### src/design/dtc_pkg.sv
package dtc_pkg;

    localparam int ADDR_W = 12;
    localparam int DATA_W = 32;

    // register indices; byte address is four times the index
    localparam logic [7:0] IDX_CONTROL = 8'h88;
    localparam logic [7:0] IDX_MODE = 8'h89;
    localparam logic [7:0] IDX_TMR0_LOW = 8'h8a;
    localparam logic [7:0] IDX_TMR1_LOW = 8'h8b;
    localparam logic [7:0] IDX_TMR0_HIGH = 8'h8c;
    localparam logic [7:0] IDX_TMR1_HIGH = 8'h8d;

    // control register bits
    localparam int CTL_TMR1_OVF = 7;
    localparam int CTL_TMR1_RUN = 6;
    localparam int CTL_TMR0_OVF = 5;
    localparam int CTL_TMR0_RUN = 4;
    localparam int CTL_X1_FLAG = 3;
    localparam int CTL_X1_TRIG = 2;
    localparam int CTL_X0_FLAG = 1;
    localparam int CTL_X0_TRIG = 0;

    // mode register: one nibble per timer
    localparam int MODE_TMR1_LSB = 4;
    localparam int MODE_TMR0_LSB = 0;

    localparam logic [7:0] CONTROL_RST = 8'h00;
    localparam logic [7:0] MODE_RST = 8'h00;
    localparam logic [7:0] COUNT_RST = 8'h00;
    localparam logic [4:0] LOW5_MAX = 5'h1f;
    localparam logic [7:0] BYTE_MAX = 8'hff;
    localparam logic [7:0] BYTE_ONE = 8'h01;
    localparam logic [4:0] LOW5_ONE = 5'h01;
    localparam logic [15:0] WORD_ONE = 16'h0001;

    typedef enum logic [1:0]
    {
        MODE_13BIT = 2'b00,
        MODE_16BIT = 2'b01,
        MODE_RELOAD = 2'b10,
        MODE_SPLIT = 2'b11
    } dtc_mode_type;

    typedef struct packed
    {
        logic gate;
        logic counter_sel;
        dtc_mode_type mode;
    } dtc_timer_cfg_type;

    typedef struct packed
    {
        logic low_we;
        logic high_we;
        logic [7:0] data;
    } dtc_count_wr_type;

    typedef enum logic [1:0]
    {
        BUS_WAIT = 2'b01,
        BUS_DONE = 2'b10
    } dtc_bus_state_type;

    function automatic logic [ADDR_W-1:0] word_addr(input logic [7:0] idx);
        return {2'h0, idx, 2'h0};
    endfunction : word_addr

endpackage : dtc_pkg

### src/design/dtc_timer.sv
module dtc_timer #(
    parameter bit STOP_SPLIT = 1'b0
) (
    input wire logic clk_i,
    input wire logic rst_i,
    input dtc_pkg::dtc_timer_cfg_type cfg_i,
    input wire logic run_i,
    input wire logic gate_pin_i,
    input wire logic count_pin_i,
    input wire logic high_step_i,
    input dtc_pkg::dtc_count_wr_type wr_i,
    output logic [7:0] low_o,
    output logic [7:0] high_o,
    output logic ovf_o,
    output logic high_ovf_o
);

    logic [7:0] low_reg;
    logic [7:0] low_next;
    logic [7:0] high_reg;
    logic [7:0] high_next;
    logic pin_reg;
    logic [15:0] word_inc;
    logic [4:0] low5_inc;
    logic [7:0] low_inc;
    logic [7:0] high_inc;

    // only a one-then-zero pair of samples counts in counter function
    wire pin_fall = pin_reg & ~count_pin_i;
    wire src_tick = cfg_i.counter_sel ? pin_fall : 1'b1;
    wire gated_on = run_i & (~cfg_i.gate | gate_pin_i);
    wire step = gated_on & src_tick;
    wire low5_full = low_reg[4:0] == dtc_pkg::LOW5_MAX;
    wire low_full = low_reg == dtc_pkg::BYTE_MAX;
    wire high_full = high_reg == dtc_pkg::BYTE_MAX;
    wire split = cfg_i.mode == dtc_pkg::MODE_SPLIT;

    assign word_inc = {high_reg, low_reg} + dtc_pkg::WORD_ONE;
    assign low5_inc = low_reg[4:0] + dtc_pkg::LOW5_ONE;
    assign low_inc = low_reg + dtc_pkg::BYTE_ONE;
    assign high_inc = high_reg + dtc_pkg::BYTE_ONE;
    assign high_ovf_o = split & high_step_i & high_full;

    always_comb
    begin
        low_next = low_reg;
        high_next = high_reg;
        ovf_o = 1'b0;
        if (step)
        begin
            unique case (cfg_i.mode)
                dtc_pkg::MODE_13BIT:
                begin
                    // upper three low bits are left alone and mean nothing
                    low_next[4:0] = low5_inc;
                    if (low5_full)
                    begin
                        high_next = high_inc;
                    end
                    ovf_o = low5_full & high_full;
                end
                dtc_pkg::MODE_16BIT:
                begin
                    {high_next, low_next} = word_inc;
                    ovf_o = low_full & high_full;
                end
                dtc_pkg::MODE_RELOAD:
                begin
                    low_next = low_full ? high_reg : low_inc;
                    ovf_o = low_full;
                end
                dtc_pkg::MODE_SPLIT:
                begin
                    if (!STOP_SPLIT)
                    begin
                        low_next = low_inc;
                        ovf_o = low_full;
                    end
                end
            endcase
        end
        if (split && high_step_i)
        begin
            high_next = high_inc;
        end
        // a software load wins over a count step in the same cycle
        if (wr_i.low_we)
        begin
            low_next = wr_i.data;
        end
        if (wr_i.high_we)
        begin
            high_next = wr_i.data;
        end
    end

    // no clear on run: counts change only by counting or loading
    always_ff @(posedge clk_i)
    begin
        if (rst_i)
        begin
            low_reg <= dtc_pkg::COUNT_RST;
            high_reg <= dtc_pkg::COUNT_RST;
            pin_reg <= 1'b0;
        end
        else
        begin
            low_reg <= low_next;
            high_reg <= high_next;
            pin_reg <= count_pin_i;
        end
    end

    assign low_o = low_reg;
    assign high_o = high_reg;

endmodule : dtc_timer

### src/design/dtc_top.sv
module dtc_top (
    input wire logic clk_i,
    input wire logic rst_i,
    input wire logic psel_i,
    input wire logic penable_i,
    input wire logic pwrite_i,
    input wire logic [11:0] paddr_i,
    input wire logic [31:0] pwdata_i,
    input wire logic [3:0] pstrb_i,
    output logic [31:0] prdata_o,
    output logic pready_o,
    output logic pslverr_o,
    input wire logic count_pin_zero_i,
    input wire logic count_pin_one_i,
    input wire logic ext_irq_pin_zero_n_i,
    input wire logic ext_irq_pin_one_n_i,
    input wire logic vector_timer_zero_i,
    input wire logic vector_timer_one_i,
    input wire logic vector_ext_irq_zero_i,
    input wire logic vector_ext_irq_one_i,
    output logic timer_zero_overflow_flag_o,
    output logic timer_one_overflow_flag_o,
    output logic ext_irq_zero_flag_o,
    output logic ext_irq_one_flag_o
);

    dtc_pkg::dtc_bus_state_type state_reg;
    dtc_pkg::dtc_bus_state_type state_next;
    logic pready_reg;
    logic pslverr_reg;
    logic pslverr_next;
    logic [31:0] prdata_reg;
    logic [31:0] prdata_next;

    logic [7:0] mode_reg;
    logic timer_one_run_reg;
    logic timer_zero_run_reg;
    logic ext_irq_one_trigger_type_reg;
    logic ext_irq_zero_trigger_type_reg;
    logic timer_one_overflow_flag_reg;
    logic timer_one_overflow_flag_next;
    logic timer_zero_overflow_flag_reg;
    logic timer_zero_overflow_flag_next;
    logic ext_irq_one_flag_reg;
    logic ext_irq_one_flag_next;
    logic ext_irq_zero_flag_reg;
    logic ext_irq_zero_flag_next;
    logic irq_pin_one_reg;
    logic irq_pin_zero_reg;

    logic [7:0] tmr0_low;
    logic [7:0] tmr0_high;
    logic [7:0] tmr1_low;
    logic [7:0] tmr1_high;
    logic tmr0_ovf;
    logic tmr1_ovf;
    logic tmr0_high_ovf;
    dtc_pkg::dtc_count_wr_type tmr0_wr;
    dtc_pkg::dtc_count_wr_type tmr1_wr;
    dtc_pkg::dtc_timer_cfg_type tmr0_cfg;
    dtc_pkg::dtc_timer_cfg_type tmr1_cfg;
    logic [7:0] control_view;
    logic [7:0] rd_byte;

    // set wins over both the vector clear and a software write
    function automatic logic flag_update(
        input logic set,
        input logic wr,
        input logic wbit,
        input logic flag,
        input logic clr
    );
        return set | (wr ? wbit : flag & ~clr);
    endfunction : flag_update

    function automatic logic pin_fell(
        input logic prev,
        input logic cur
    );
        return prev & ~cur;
    endfunction : pin_fell

    // level mode: the flag mirrors the pin, so only the source can clear it
    function automatic logic ext_flag_next(
        input logic edge_mode,
        input logic edge_value,
        input logic pin_n
    );
        return edge_mode ? edge_value : ~pin_n;
    endfunction : ext_flag_next

    // bus decode
    wire access = psel_i & penable_i;
    wire commit = access & pready_reg;
    wire hit_ctl = paddr_i == dtc_pkg::word_addr(dtc_pkg::IDX_CONTROL);
    wire hit_mode = paddr_i == dtc_pkg::word_addr(dtc_pkg::IDX_MODE);
    wire hit_tmr0_low = paddr_i == dtc_pkg::word_addr(dtc_pkg::IDX_TMR0_LOW);
    wire hit_tmr1_low = paddr_i == dtc_pkg::word_addr(dtc_pkg::IDX_TMR1_LOW);
    wire hit_tmr0_high = paddr_i == dtc_pkg::word_addr(dtc_pkg::IDX_TMR0_HIGH);
    wire hit_tmr1_high = paddr_i == dtc_pkg::word_addr(dtc_pkg::IDX_TMR1_HIGH);
    wire hit_any = hit_ctl | hit_mode | hit_tmr0_low | hit_tmr1_low | hit_tmr0_high | hit_tmr1_high;
    // only byte lane 0 carries data; writes with lane 0 off store nothing
    wire wr_ok = commit & pwrite_i & pstrb_i[0];
    wire wr_ctl = wr_ok & hit_ctl;
    wire wr_mode = wr_ok & hit_mode;
    wire [7:0] wbyte = pwdata_i[7:0];

    // mode register split into per-timer configuration
    assign tmr0_cfg = mode_reg[dtc_pkg::MODE_TMR0_LSB +: 4];
    assign tmr1_cfg = mode_reg[dtc_pkg::MODE_TMR1_LSB +: 4];

    assign tmr0_wr.low_we = wr_ok & hit_tmr0_low;
    assign tmr0_wr.high_we = wr_ok & hit_tmr0_high;
    assign tmr0_wr.data = wbyte;
    assign tmr1_wr.low_we = wr_ok & hit_tmr1_low;
    assign tmr1_wr.high_we = wr_ok & hit_tmr1_high;
    assign tmr1_wr.data = wbyte;

    // split timer zero: its high byte counts cycles on timer one's run bit
    wire tmr0_split = tmr0_cfg.mode == dtc_pkg::MODE_SPLIT;
    wire tmr0_high_step = tmr0_split & timer_one_run_reg;

    // gate inputs take the raw pin level; the flags are not involved
    dtc_timer #(
        .STOP_SPLIT(1'b0)
    ) u_timer_zero (
        .clk_i(clk_i),
        .rst_i(rst_i),
        .cfg_i(tmr0_cfg),
        .run_i(timer_zero_run_reg),
        .gate_pin_i(ext_irq_pin_zero_n_i),
        .count_pin_i(count_pin_zero_i),
        .high_step_i(tmr0_high_step),
        .wr_i(tmr0_wr),
        .low_o(tmr0_low),
        .high_o(tmr0_high),
        .ovf_o(tmr0_ovf),
        .high_ovf_o(tmr0_high_ovf)
    );

    // timer one holds its count in split mode
    dtc_timer #(
        .STOP_SPLIT(1'b1)
    ) u_timer_one (
        .clk_i(clk_i),
        .rst_i(rst_i),
        .cfg_i(tmr1_cfg),
        .run_i(timer_one_run_reg),
        .gate_pin_i(ext_irq_pin_one_n_i),
        .count_pin_i(count_pin_one_i),
        .high_step_i(1'b0),
        .wr_i(tmr1_wr),
        .low_o(tmr1_low),
        .high_o(tmr1_high),
        .ovf_o(tmr1_ovf),
        .high_ovf_o()
    );

    // while timer zero is split, timer one overflows raise no flag
    wire tmr1_flag_set = tmr0_split ? tmr0_high_ovf : tmr1_ovf;

    assign timer_one_overflow_flag_next = flag_update(
        tmr1_flag_set,
        wr_ctl,
        wbyte[dtc_pkg::CTL_TMR1_OVF],
        timer_one_overflow_flag_reg,
        vector_timer_one_i
    );
    assign timer_zero_overflow_flag_next = flag_update(
        tmr0_ovf,
        wr_ctl,
        wbyte[dtc_pkg::CTL_TMR0_OVF],
        timer_zero_overflow_flag_reg,
        vector_timer_zero_i
    );

    // external interrupt pins: falling edge from one registered sample
    wire x0_fall = pin_fell(irq_pin_zero_reg, ext_irq_pin_zero_n_i);
    wire x1_fall = pin_fell(irq_pin_one_reg, ext_irq_pin_one_n_i);
    wire x0_edge_next = flag_update(
        x0_fall,
        wr_ctl,
        wbyte[dtc_pkg::CTL_X0_FLAG],
        ext_irq_zero_flag_reg,
        vector_ext_irq_zero_i
    );
    wire x1_edge_next = flag_update(
        x1_fall,
        wr_ctl,
        wbyte[dtc_pkg::CTL_X1_FLAG],
        ext_irq_one_flag_reg,
        vector_ext_irq_one_i
    );

    assign ext_irq_zero_flag_next = ext_flag_next(
        ext_irq_zero_trigger_type_reg,
        x0_edge_next,
        ext_irq_pin_zero_n_i
    );
    assign ext_irq_one_flag_next = ext_flag_next(
        ext_irq_one_trigger_type_reg,
        x1_edge_next,
        ext_irq_pin_one_n_i
    );

    assign control_view = {
        timer_one_overflow_flag_reg,
        timer_one_run_reg,
        timer_zero_overflow_flag_reg,
        timer_zero_run_reg,
        ext_irq_one_flag_reg,
        ext_irq_one_trigger_type_reg,
        ext_irq_zero_flag_reg,
        ext_irq_zero_trigger_type_reg
    };

    // read mux
    assign rd_byte = hit_ctl ? control_view :
        hit_mode ? mode_reg :
        hit_tmr0_low ? tmr0_low :
        hit_tmr1_low ? tmr1_low :
        hit_tmr0_high ? tmr0_high :
        hit_tmr1_high ? tmr1_high :
        dtc_pkg::COUNT_RST;

    // one wait state: ready comes in the second access cycle
    always_comb
    begin
        state_next = state_reg;
        prdata_next = prdata_reg;
        pslverr_next = pslverr_reg;
        unique case (state_reg)
            dtc_pkg::BUS_WAIT:
            begin
                if (access)
                begin
                    state_next = dtc_pkg::BUS_DONE;
                    prdata_next = pwrite_i ? prdata_reg : {24'h000000, rd_byte};
                    pslverr_next = ~hit_any;
                end
            end
            dtc_pkg::BUS_DONE:
            begin
                state_next = dtc_pkg::BUS_WAIT;
                pslverr_next = 1'b0;
            end
            default:
            begin
                state_next = dtc_pkg::BUS_WAIT;
                pslverr_next = 1'b0;
            end
        endcase
    end

    always_ff @(posedge clk_i)
    begin
        if (rst_i)
        begin
            state_reg <= dtc_pkg::BUS_WAIT;
            pready_reg <= 1'b0;
            pslverr_reg <= 1'b0;
            prdata_reg <= 32'h00000000;
        end
        else
        begin
            state_reg <= state_next;
            pready_reg <= state_next == dtc_pkg::BUS_DONE;
            pslverr_reg <= pslverr_next;
            prdata_reg <= prdata_next;
        end
    end

    // control and mode registers
    always_ff @(posedge clk_i)
    begin
        if (rst_i)
        begin
            mode_reg <= dtc_pkg::MODE_RST;
            timer_one_run_reg <= dtc_pkg::CONTROL_RST[dtc_pkg::CTL_TMR1_RUN];
            timer_zero_run_reg <= dtc_pkg::CONTROL_RST[dtc_pkg::CTL_TMR0_RUN];
            ext_irq_one_trigger_type_reg <= dtc_pkg::CONTROL_RST[dtc_pkg::CTL_X1_TRIG];
            ext_irq_zero_trigger_type_reg <= dtc_pkg::CONTROL_RST[dtc_pkg::CTL_X0_TRIG];
        end
        else
        begin
            if (wr_mode)
            begin
                mode_reg <= wbyte;
            end
            if (wr_ctl)
            begin
                timer_one_run_reg <= wbyte[dtc_pkg::CTL_TMR1_RUN];
                timer_zero_run_reg <= wbyte[dtc_pkg::CTL_TMR0_RUN];
                ext_irq_one_trigger_type_reg <= wbyte[dtc_pkg::CTL_X1_TRIG];
                ext_irq_zero_trigger_type_reg <= wbyte[dtc_pkg::CTL_X0_TRIG];
            end
        end
    end

    // flags and pin history
    always_ff @(posedge clk_i)
    begin
        if (rst_i)
        begin
            timer_one_overflow_flag_reg <= dtc_pkg::CONTROL_RST[dtc_pkg::CTL_TMR1_OVF];
            timer_zero_overflow_flag_reg <= dtc_pkg::CONTROL_RST[dtc_pkg::CTL_TMR0_OVF];
            ext_irq_one_flag_reg <= dtc_pkg::CONTROL_RST[dtc_pkg::CTL_X1_FLAG];
            ext_irq_zero_flag_reg <= dtc_pkg::CONTROL_RST[dtc_pkg::CTL_X0_FLAG];
            // idle pins sit high, so a pin held low at release counts as an edge
            irq_pin_one_reg <= 1'b1;
            irq_pin_zero_reg <= 1'b1;
        end
        else
        begin
            timer_one_overflow_flag_reg <= timer_one_overflow_flag_next;
            timer_zero_overflow_flag_reg <= timer_zero_overflow_flag_next;
            ext_irq_one_flag_reg <= ext_irq_one_flag_next;
            ext_irq_zero_flag_reg <= ext_irq_zero_flag_next;
            irq_pin_one_reg <= ext_irq_pin_one_n_i;
            irq_pin_zero_reg <= ext_irq_pin_zero_n_i;
        end
    end

    assign prdata_o = prdata_reg;
    assign pready_o = pready_reg;
    assign pslverr_o = pslverr_reg;
    assign timer_zero_overflow_flag_o = timer_zero_overflow_flag_reg;
    assign timer_one_overflow_flag_o = timer_one_overflow_flag_reg;
    assign ext_irq_zero_flag_o = ext_irq_zero_flag_reg;
    assign ext_irq_one_flag_o = ext_irq_one_flag_reg;

endmodule : dtc_top

### config.mk
export PLATFORM = sky130hd
export DESIGN_NAME = dtc_top
export DESIGN_NICKNAME = d
export VERILOG_FILES = /design/src/design/dtc_pkg.sv /design/src/design/dtc_timer.sv /design/src/design/dtc_top.sv
export SDC_FILE = /design/constraint.sdc
export NUM_CORES = 1
export LEC_CHECK = 0
export BUFFER_PORTS_ARGS = -buffer_cell sky130_fd_sc_hd__buf_4
export CORE_MARGIN = 5
export CORE_UTILIZATION = 55
export CTS_BUF_LIST = sky130_fd_sc_hd__clkbuf_4
export DETAILED_ROUTE_END_ITERATION = 8
export GPL_ROUTABILITY_DRIVEN = 1
export PLACE_DENSITY_LB_ADDON = 0.05
export SLEW_MARGIN = 10
export SYNTH_ARGS = -nofsm -noshare
export SYNTH_HDL_FRONTEND = slang
export SYNTH_HIERARCHICAL = 1
export SYNTH_SLANG_ARGS = --single-unit
### constraint.sdc
create_clock -name clk_i -period 3.5 [get_ports clk_i]
set_input_delay 0.175 -clock clk_i [delete_from_list [all_inputs] [get_ports clk_i]]
set_output_delay 0.175 -clock clk_i [all_outputs]
set_load 0.05 [all_outputs]
# Yosys cells after proc, flatten, opt, wreduce, memory -nomap -nowiden
# Cells that the tools add are included.
# op_classes
reduce_logical,20
eq_ne,21
mux,40
bitwise_logic,53
addsub,8
# ops
op,n
$mux W8,19
$eq A12 B10 Y1 const B,6
$add A16 B1 Y16 const B,2
$add A8 B1 Y8 const B,4
$eq A8 B8 Y1 const B,4
$pmux W8 S2,2
$and A1 B1 Y1,29
$pmux W5 S4,1
$pmux W5 S3,1
$not A1 Y1,13
$reduce_bool A4 Y1,3
$mux W1,11
$or A1 B1 Y1,11
$add A5 B1 Y5 const B,2
$eq A5 B5 Y1 const B,2
$pmux W3 S3,1
$reduce_and A3 Y1,3
$reduce_bool A3 Y1,3
$eq A2 B2 Y1 const B,4
$eq A2 B1 Y1 const B,3
$pmux W1 S3,2
$pmux W3 S2,1
$reduce_and A2 Y1,3
$reduce_bool A2 Y1,3
6 further kinds,9
# word_totals
out_inout_bits,38
register_bits,64
input_bits,61
word_cells,165

# Longest topological paths before layout
# Gate-level depths: netlist of run 1.
# logic_depth
ltp_word,8
ltp_mapped,10
mapped_depth_nobuf,10

# Hierarchy
# Netlist of run 1, hierarchy kept.
# by_module_without_submodules
mod,seq_area_each_um2,area_each_um2,cells_each,n_inst
dtc_top,600.6,1961.9,247,1
dtc_timer at u_timer_one,340.3,1460.2,179,1
dtc_timer at u_timer_zero,340.3,1373.8,173,1

# Worst setup path before layout of run 1
# OpenSTA, ideal clock, no wires.
# synth_path
kind,register to register
startpoint,register pready_reg (netlist: pready_o)
endpoint,register u_timer_zero.high_reg[0] (netlist: u_timer_zero/high_o[0])
t_arrival_ps,2588
path_stages_with_launch,9
synth_period_minus_slack_ps,2710
t_required_ps,3378
slack_ps,790
n_path_buf,2
setup_time_ps,122
path_cell_list,dfxtp_1 -> and4_1 -> and2_0 -> clkbuf_1 -> nand2_1 -> nor4b_1 -> clkbuf_1 -> nor4_1 -> a311o_1
# synth_lines
element,line,text
"start, declared",dtc_top.sv:29,logic pready_reg;
"start signal, assigned",dtc_top.sv:267,pready_reg <= state_next == dtc_pkg::BUS_DONE;
"end signal, assigned",dtc_timer.sv:103,high_reg <= dtc_pkg::COUNT_RST;
"end signal, assigned",dtc_timer.sv:109,high_reg <= high_next;
"end, declared",dtc_timer.sv:20,logic [7:0] high_reg;

==> out/results.ini, run 1 <==
[setup_path]
worstSetupStartpointType=flip-flop
required_ns=3.88
r2r-end=u_timer_one/low_o[3]
critPathCaptureType=flip-flop
reg2regPathDepth=10
crit_fanout=15
crit_type=reg2reg
worstPathArrival_ns=3.05
startpoint=pready_o
r2r-start=pready_o
r2r_setup_slack_ns=0.83

[clock_network]
clkTransAtPathRegs_ns=0.13
root_buffer=clkbuf_4
cts_tree=yes
clock_latency_ns=0.43
cts-resized-gates=0
clock_sinks=64
cts_made_buffers=9
clockBufferDepth=2
htreeDepth=3

[pwr]
ir_drop_v=0.000174
p_leak_nw=1.93
power.density_mw_per_mm2=278

[final_layout]
nFillCells=824
regArea_mm2=0.00128
multiInputGateArea_mm2=0.00318
layout-drive-gt1-share=0.170
num_antenna_cells=0
area_growth_pct=10.9
final_common_cell=dfxtp_1
layout_common_cells=dfxtp_1 (64), buf_4 (54), o21ai_0 (45)
nNetsFinal=716

[hold_path]
whs_path_depth=3
hold_start=pwdata_i[4]
hold_path_class=in2reg
min_to=mode_reg[4]

[routing]
drt_iter0_markers=373
vias=4798
route.detailed.drc=0
vias_per_cell=6.40
routedWlPerCell_um=19.8
first_pass_iters=5
ant_nets=0
routed_wirelength_um=14800

[floorplanning]
ios=99
die_area_mm2=0.0107
start_util=0.557
core_mm2=0.00859
num_rows=34
die_width_um=103
fp.dieH_um=103

[global_routing]
track_usage=0.284
grt_pass1_vias=4547
grt_max_degree=59
antenna_found_initial=1
gr-total-overflow=0
grt_pass1_wl_um=23300

[timing]
finClkSkew_ns=0.0167
setup_viol=0
worst_pin_slew_ns=0.888
fin_tns_setup_ns=0
finalHoldViolCount=0
fmaxAchievable_mhz=375
fin_crit_ns=2.67
slew-limit-headroom=0.393
fin_crit_sh=0.763
slew_viol_final=0
grt_setup_unrepaired=no
fin_hold_ws_ns=0.0369

[placement]
numPortBuffers=47
hpwl_um=10700
place_congestion=0.935

[synth]
synth_area_mm2=0.00479
avgSynthCellArea_um2=8.02
yosysWarnings=6
synthCells=597

[status]
status=complete, no violations

[run]
maxCapViolCount=0

## metrics by stage
stage	cell area (um2)	power (mW)	worst slack, ns	utilization	cells
5_1_grt	5310	1.52	0.654	0.618	750
3_3_place_gp	5130	0.947	0.890	0.597	730
6_report	5310	1.48	0.830	0.618	750
4_1_cts	5310	1.48	0.835	0.618	750
2_1_floorplan	4890	0.904	0.790	-	623
3_5_place_dp	5130	0.949	0.813	0.597	730
## where the power goes
group	leakage, nW	total [mW]	internal, mW	switching [mW]
clock network	0.0719	0.537	0.217	0.320
logic	1.34	0.200	0.0549	0.145
registers	0.518	0.739	0.735	0.00380
total	1.93	1.48	1.01	0.469
## final cells by class
type / instances / share of cell area
Multi-Input combinational cell: 469 / 0.598
Sequential cell: 64 / 0.241
Timing Repair Buffer: 58 / 0.0839
Tap cell: 108 / 0.0254
Inverter: 35 / 0.0247
Clock inverter: 7 / 0.0137
Clock buffer: 9 / 0.0127
## per-layer routing
metal / vias up / routed length (um) / global-route usage
li1: 2280 / - / -
met1: 2290 / 6260 / 0.359
met2: 188 / 7090 / 0.475
met3: 38 / 976 / 0.0530
met4: 2 / 476 / 0.122
met5: - / 13 / 0
## critical path: stages, from the launching register on
cell and delay (ns):
dfxtp_1 0.35, and4_1 0.27, and2_0 0.14, buf_4 0.20, nand2_1 0.14, nor3_2 0.62, buf_4 0.29, nand2_1 0.06
o22ai_1 0.21, a31o_2 0.19, a22o_1 0.12
## what timing repair did
item	CTS	global route
hold buffers	4	0
buffers inserted	0	0
hold endpoints to repair	4	0
## worst max-delay path by stage
stage / depth (start not counted) / to / slack (ns)
detailed placement: 10 / u_timer_one/low_o[3] / 0.81
floorplan: 8 / u_timer_zero/high_o[0] / 0.79
CTS: 10 / u_timer_one/low_o[3] / 0.83
finish: 10 / u_timer_one/low_o[3] / 0.83
global placement: 10 / u_timer_one/low_o[3] / 0.89
global route: 10 / u_timer_one/low_o[2] / 0.65
No activity file was read; power rests on OpenSTA's default activity.
==> run 2, diff against run 1 <==
--- a/config.mk
+++ b/config.mk
@@ -5,6 +5,7 @@
 export SDC_FILE = /design/constraint.sdc
 export NUM_CORES = 1
 export LEC_CHECK = 0
+export ABC_AREA = 1
 export BUFFER_PORTS_ARGS = -buffer_cell sky130_fd_sc_hd__buf_4
 export CORE_MARGIN = 5
 export CORE_UTILIZATION = 55
==> constraint.sdc (replaced) <==
create_clock -name clk_i -period 2.75 [get_ports clk_i]
set_input_delay 0.1375 -clock clk_i [delete_from_list [all_inputs] [get_ports clk_i]]
set_output_delay 0.1375 -clock clk_i [all_outputs]
set_load 0.05 [all_outputs]
==> run 2 against run 1 <==
Net effect: clock power is 48% higher; utilization is 1.5 points higher; first-iteration DRC count is 55% higher; sequential share of layout area is 2.4 points lower; non-clock buffer count is 1 higher; flip-flop and latch count stayed put; wire length is 8.5% higher; largest power group unchanged.
==> out/results.ini, run 2 <==
[timing]
slew_viol_final=0  ; unchanged
finClkSkew_ns=0.0178  ; was 0.0167 ns
grt_setup_unrepaired=no  ; unchanged
fin_hold_ws_ns=0.0317  ; was 0.0369 ns
setup_ws_ns=0.692  ; was 0.830 ns
slew-limit-headroom=0.642  ; was 0.393
fin_crit_sh=0.748  ; was 0.763
fin_crit_ns=2.06  ; was 2.67 ns
worst_pin_slew_ns=0.533  ; was 0.888 ns
setup_viol=0  ; unchanged
fmaxAchievable_mhz=486  ; was 375 MHz
fin_tns_setup_ns=0  ; unchanged
finalHoldViolCount=0  ; unchanged

[final_layout]
final_common_cell=nand2_1  ; was dfxtp_1
area_growth_pct=11.4  ; was 10.9%
regArea_mm2=0.00128  ; unchanged
layout-drive-gt1-share=0.181  ; was 0.170
layout_common_cells=nand2_1 (186), nor2_1 (94), inv_1 (88)  ; was dfxtp_1 (64), buf_4 (54), o21ai_0 (45)
final_area_mm2=0.00591  ; was 0.00531 mm2
num_antenna_cells=0  ; unchanged
multiInputGateArea_mm2=0.00345  ; was 0.00318 mm2
nFillCells=937  ; was 824
nNetsFinal=960  ; was 716

[setup_path]
worstSetupStartpointType=flip-flop  ; unchanged
crit_fanout=10  ; was 15
crit_type=reg2reg  ; unchanged
required_ns=3.11  ; was 3.88 ns
worstPathArrival_ns=2.42  ; was 3.05 ns
critPathCaptureType=flip-flop  ; unchanged

[pwr]
comb_power_share=0.120  ; was 0.136
power.density_mw_per_mm2=333  ; was 278 mW/mm2
seqPwrFrac=0.477  ; was 0.500
sw_frac_of_total=0.302  ; was 0.318
p_clk_frac=0.403  ; was 0.364
power_mw=1.97  ; was 1.48 mW
p_int_mw=1.37  ; was 1.01 mW
ir_drop_v=0.000316  ; was 0.000174 V
p_switching_mw=0.594  ; was 0.469 mW
p_leak_nw=2.67  ; was 1.93 nW

[routing]
ant_nets=0  ; unchanged
route.detailed.drc=0  ; unchanged
first_pass_iters=7  ; was 5
drt_iter0_markers=578  ; was 373
vias=5513  ; was 4,798
routedWlPerCell_um=15.8  ; was 19.8 um
routed_wirelength_um=16100  ; was 14,800 um
vias_per_cell=5.43  ; was 6.40

[synth]
synth_area_mm2=0.00530  ; was 0.00479 mm2
synthCells=826  ; was 597
yosysWarnings=6  ; unchanged
avgSynthCellArea_um2=6.42  ; was 8.02 um2

[clock_network]
cts_made_buffers=9  ; unchanged
clock_latency_ns=0.44  ; was 0.43 ns
htreeDepth=3  ; unchanged
clock_sinks=64  ; unchanged
root_buffer=clkbuf_4  ; unchanged
cts_tree=yes  ; unchanged
clockBufferDepth=2  ; unchanged
post-cts-setup-buffers=0  ; unchanged
clkTransAtPathRegs_ns=0.14  ; was 0.13 ns
cts-resized-gates=0  ; unchanged

[floorplanning]
die_width_um=108  ; was 103 um
fp.dieH_um=108  ; was 103 um
core_mm2=0.00933  ; was 0.00859 mm2
num_rows=35  ; was 34
die_area_mm2=0.0117  ; was 0.0107 mm2
start_util=0.568  ; was 0.557
ios=99  ; unchanged

[placement]
place_area_mm2=0.00568  ; was 0.00513 mm2
place_congestion=0.915  ; was 0.935
hpwl_um=12100  ; was 10,700 um
pre_cts_ws_ns=0.633  ; was 0.813 ns
numPortBuffers=47  ; unchanged

[global_routing]
antenna_found_initial=0  ; was 1
grt_max_degree=38  ; was 59
track_usage=0.278  ; was 0.284
gr-total-overflow=0  ; unchanged
grt_pass1_wl_um=25500  ; was 23,300 um
grt_pass1_vias=5197  ; was 4,547

[status]
status=complete, no violations  ; unchanged

[hold_path]
hold_path_class=in2reg  ; unchanged

[run]
maxCapViolCount=0  ; unchanged

-- run 2: cell types whose count changed in the layout (fill, tap and decap cells not counted), sizes merged, moves of 12 or more --
cell and delta:
nand2 +169, nor2 +99, nand3 +71, inv +66, a21oi +27, nor2b -13
a31oi -12, nor4 -12
-- run 2: critical path: stages (launching register included) --
cell and delay, ns:
dfxtp_1 0.48, ha_1 0.22, nand2_2 0.12, nor2_8 0.13, ha_1 0.17, inv_1 0.04, nand2_1 0.05, o21a_1 0.12
nand3_1 0.08, nand2_2 0.16, inv_2 0.13, nor2_1 0.10, nand2_1 0.07, a21oi_2 0.12
-- run 2: final timing paths --
kind	from	endpoint	slack, ns	depth (start not counted)
worst max-delay path	u_timer_zero/low_o[0]	u_timer_zero/high_o[3]	0.69	13
worst min-delay path	pwrite_i	prdata_o[1]	0.03	4
worst max register to register	u_timer_zero/low_o[0]	u_timer_zero/high_o[3]	0.69	13
worst min register to register	pslverr_o	pslverr_o	0.48	2
-- run 2: cell type report --
type / instances / area share
Clock buffer: 9 / 0.0114
Timing Repair Buffer: 59 / 0.0775
Multi-Input combinational cell: 646 / 0.584
Tap cell: 129 / 0.0273
Clock inverter: 7 / 0.0174
Inverter: 101 / 0.0650
Sequential cell: 64 / 0.217
-- run 2: through the flow --
stage / util / std cells
finish: 0.633 / 1015
global route: 0.633 / 1015
CTS: 0.633 / 1015
detailed placement: 0.608 / 993
global placement: 0.608 / 993
floorplan: - / 850
-- run 2: per-layer routing --
layer  vias to the layer above  routed length, um  track usage
li1                       2753                  -            -
met3                        22               1130       0.0430
met2                       215               7780        0.481
met1                      2523               6870        0.352
met4                         0                293       0.0938
met5                         -                  0            0
-- run 2: power by group through the flow --
stage          combinational (mW)  clock [mW]  sequential (mW)
4_1_cts                     0.233       0.808            0.938
6_report                    0.236       0.793            0.938
2_1_floorplan               0.161           0            0.968
3_5_place_dp                0.226           0            0.959
5_1_grt                     0.249       0.848            0.940
3_3_place_gp                0.223           0            0.959
-- run 2: timing repair --
action | 4_1_cts | 5_1_grt
endpoints found under the setup margin | 0 | 0
hold buffers | 6 | 0
hold endpoints to repair | 7 | 0
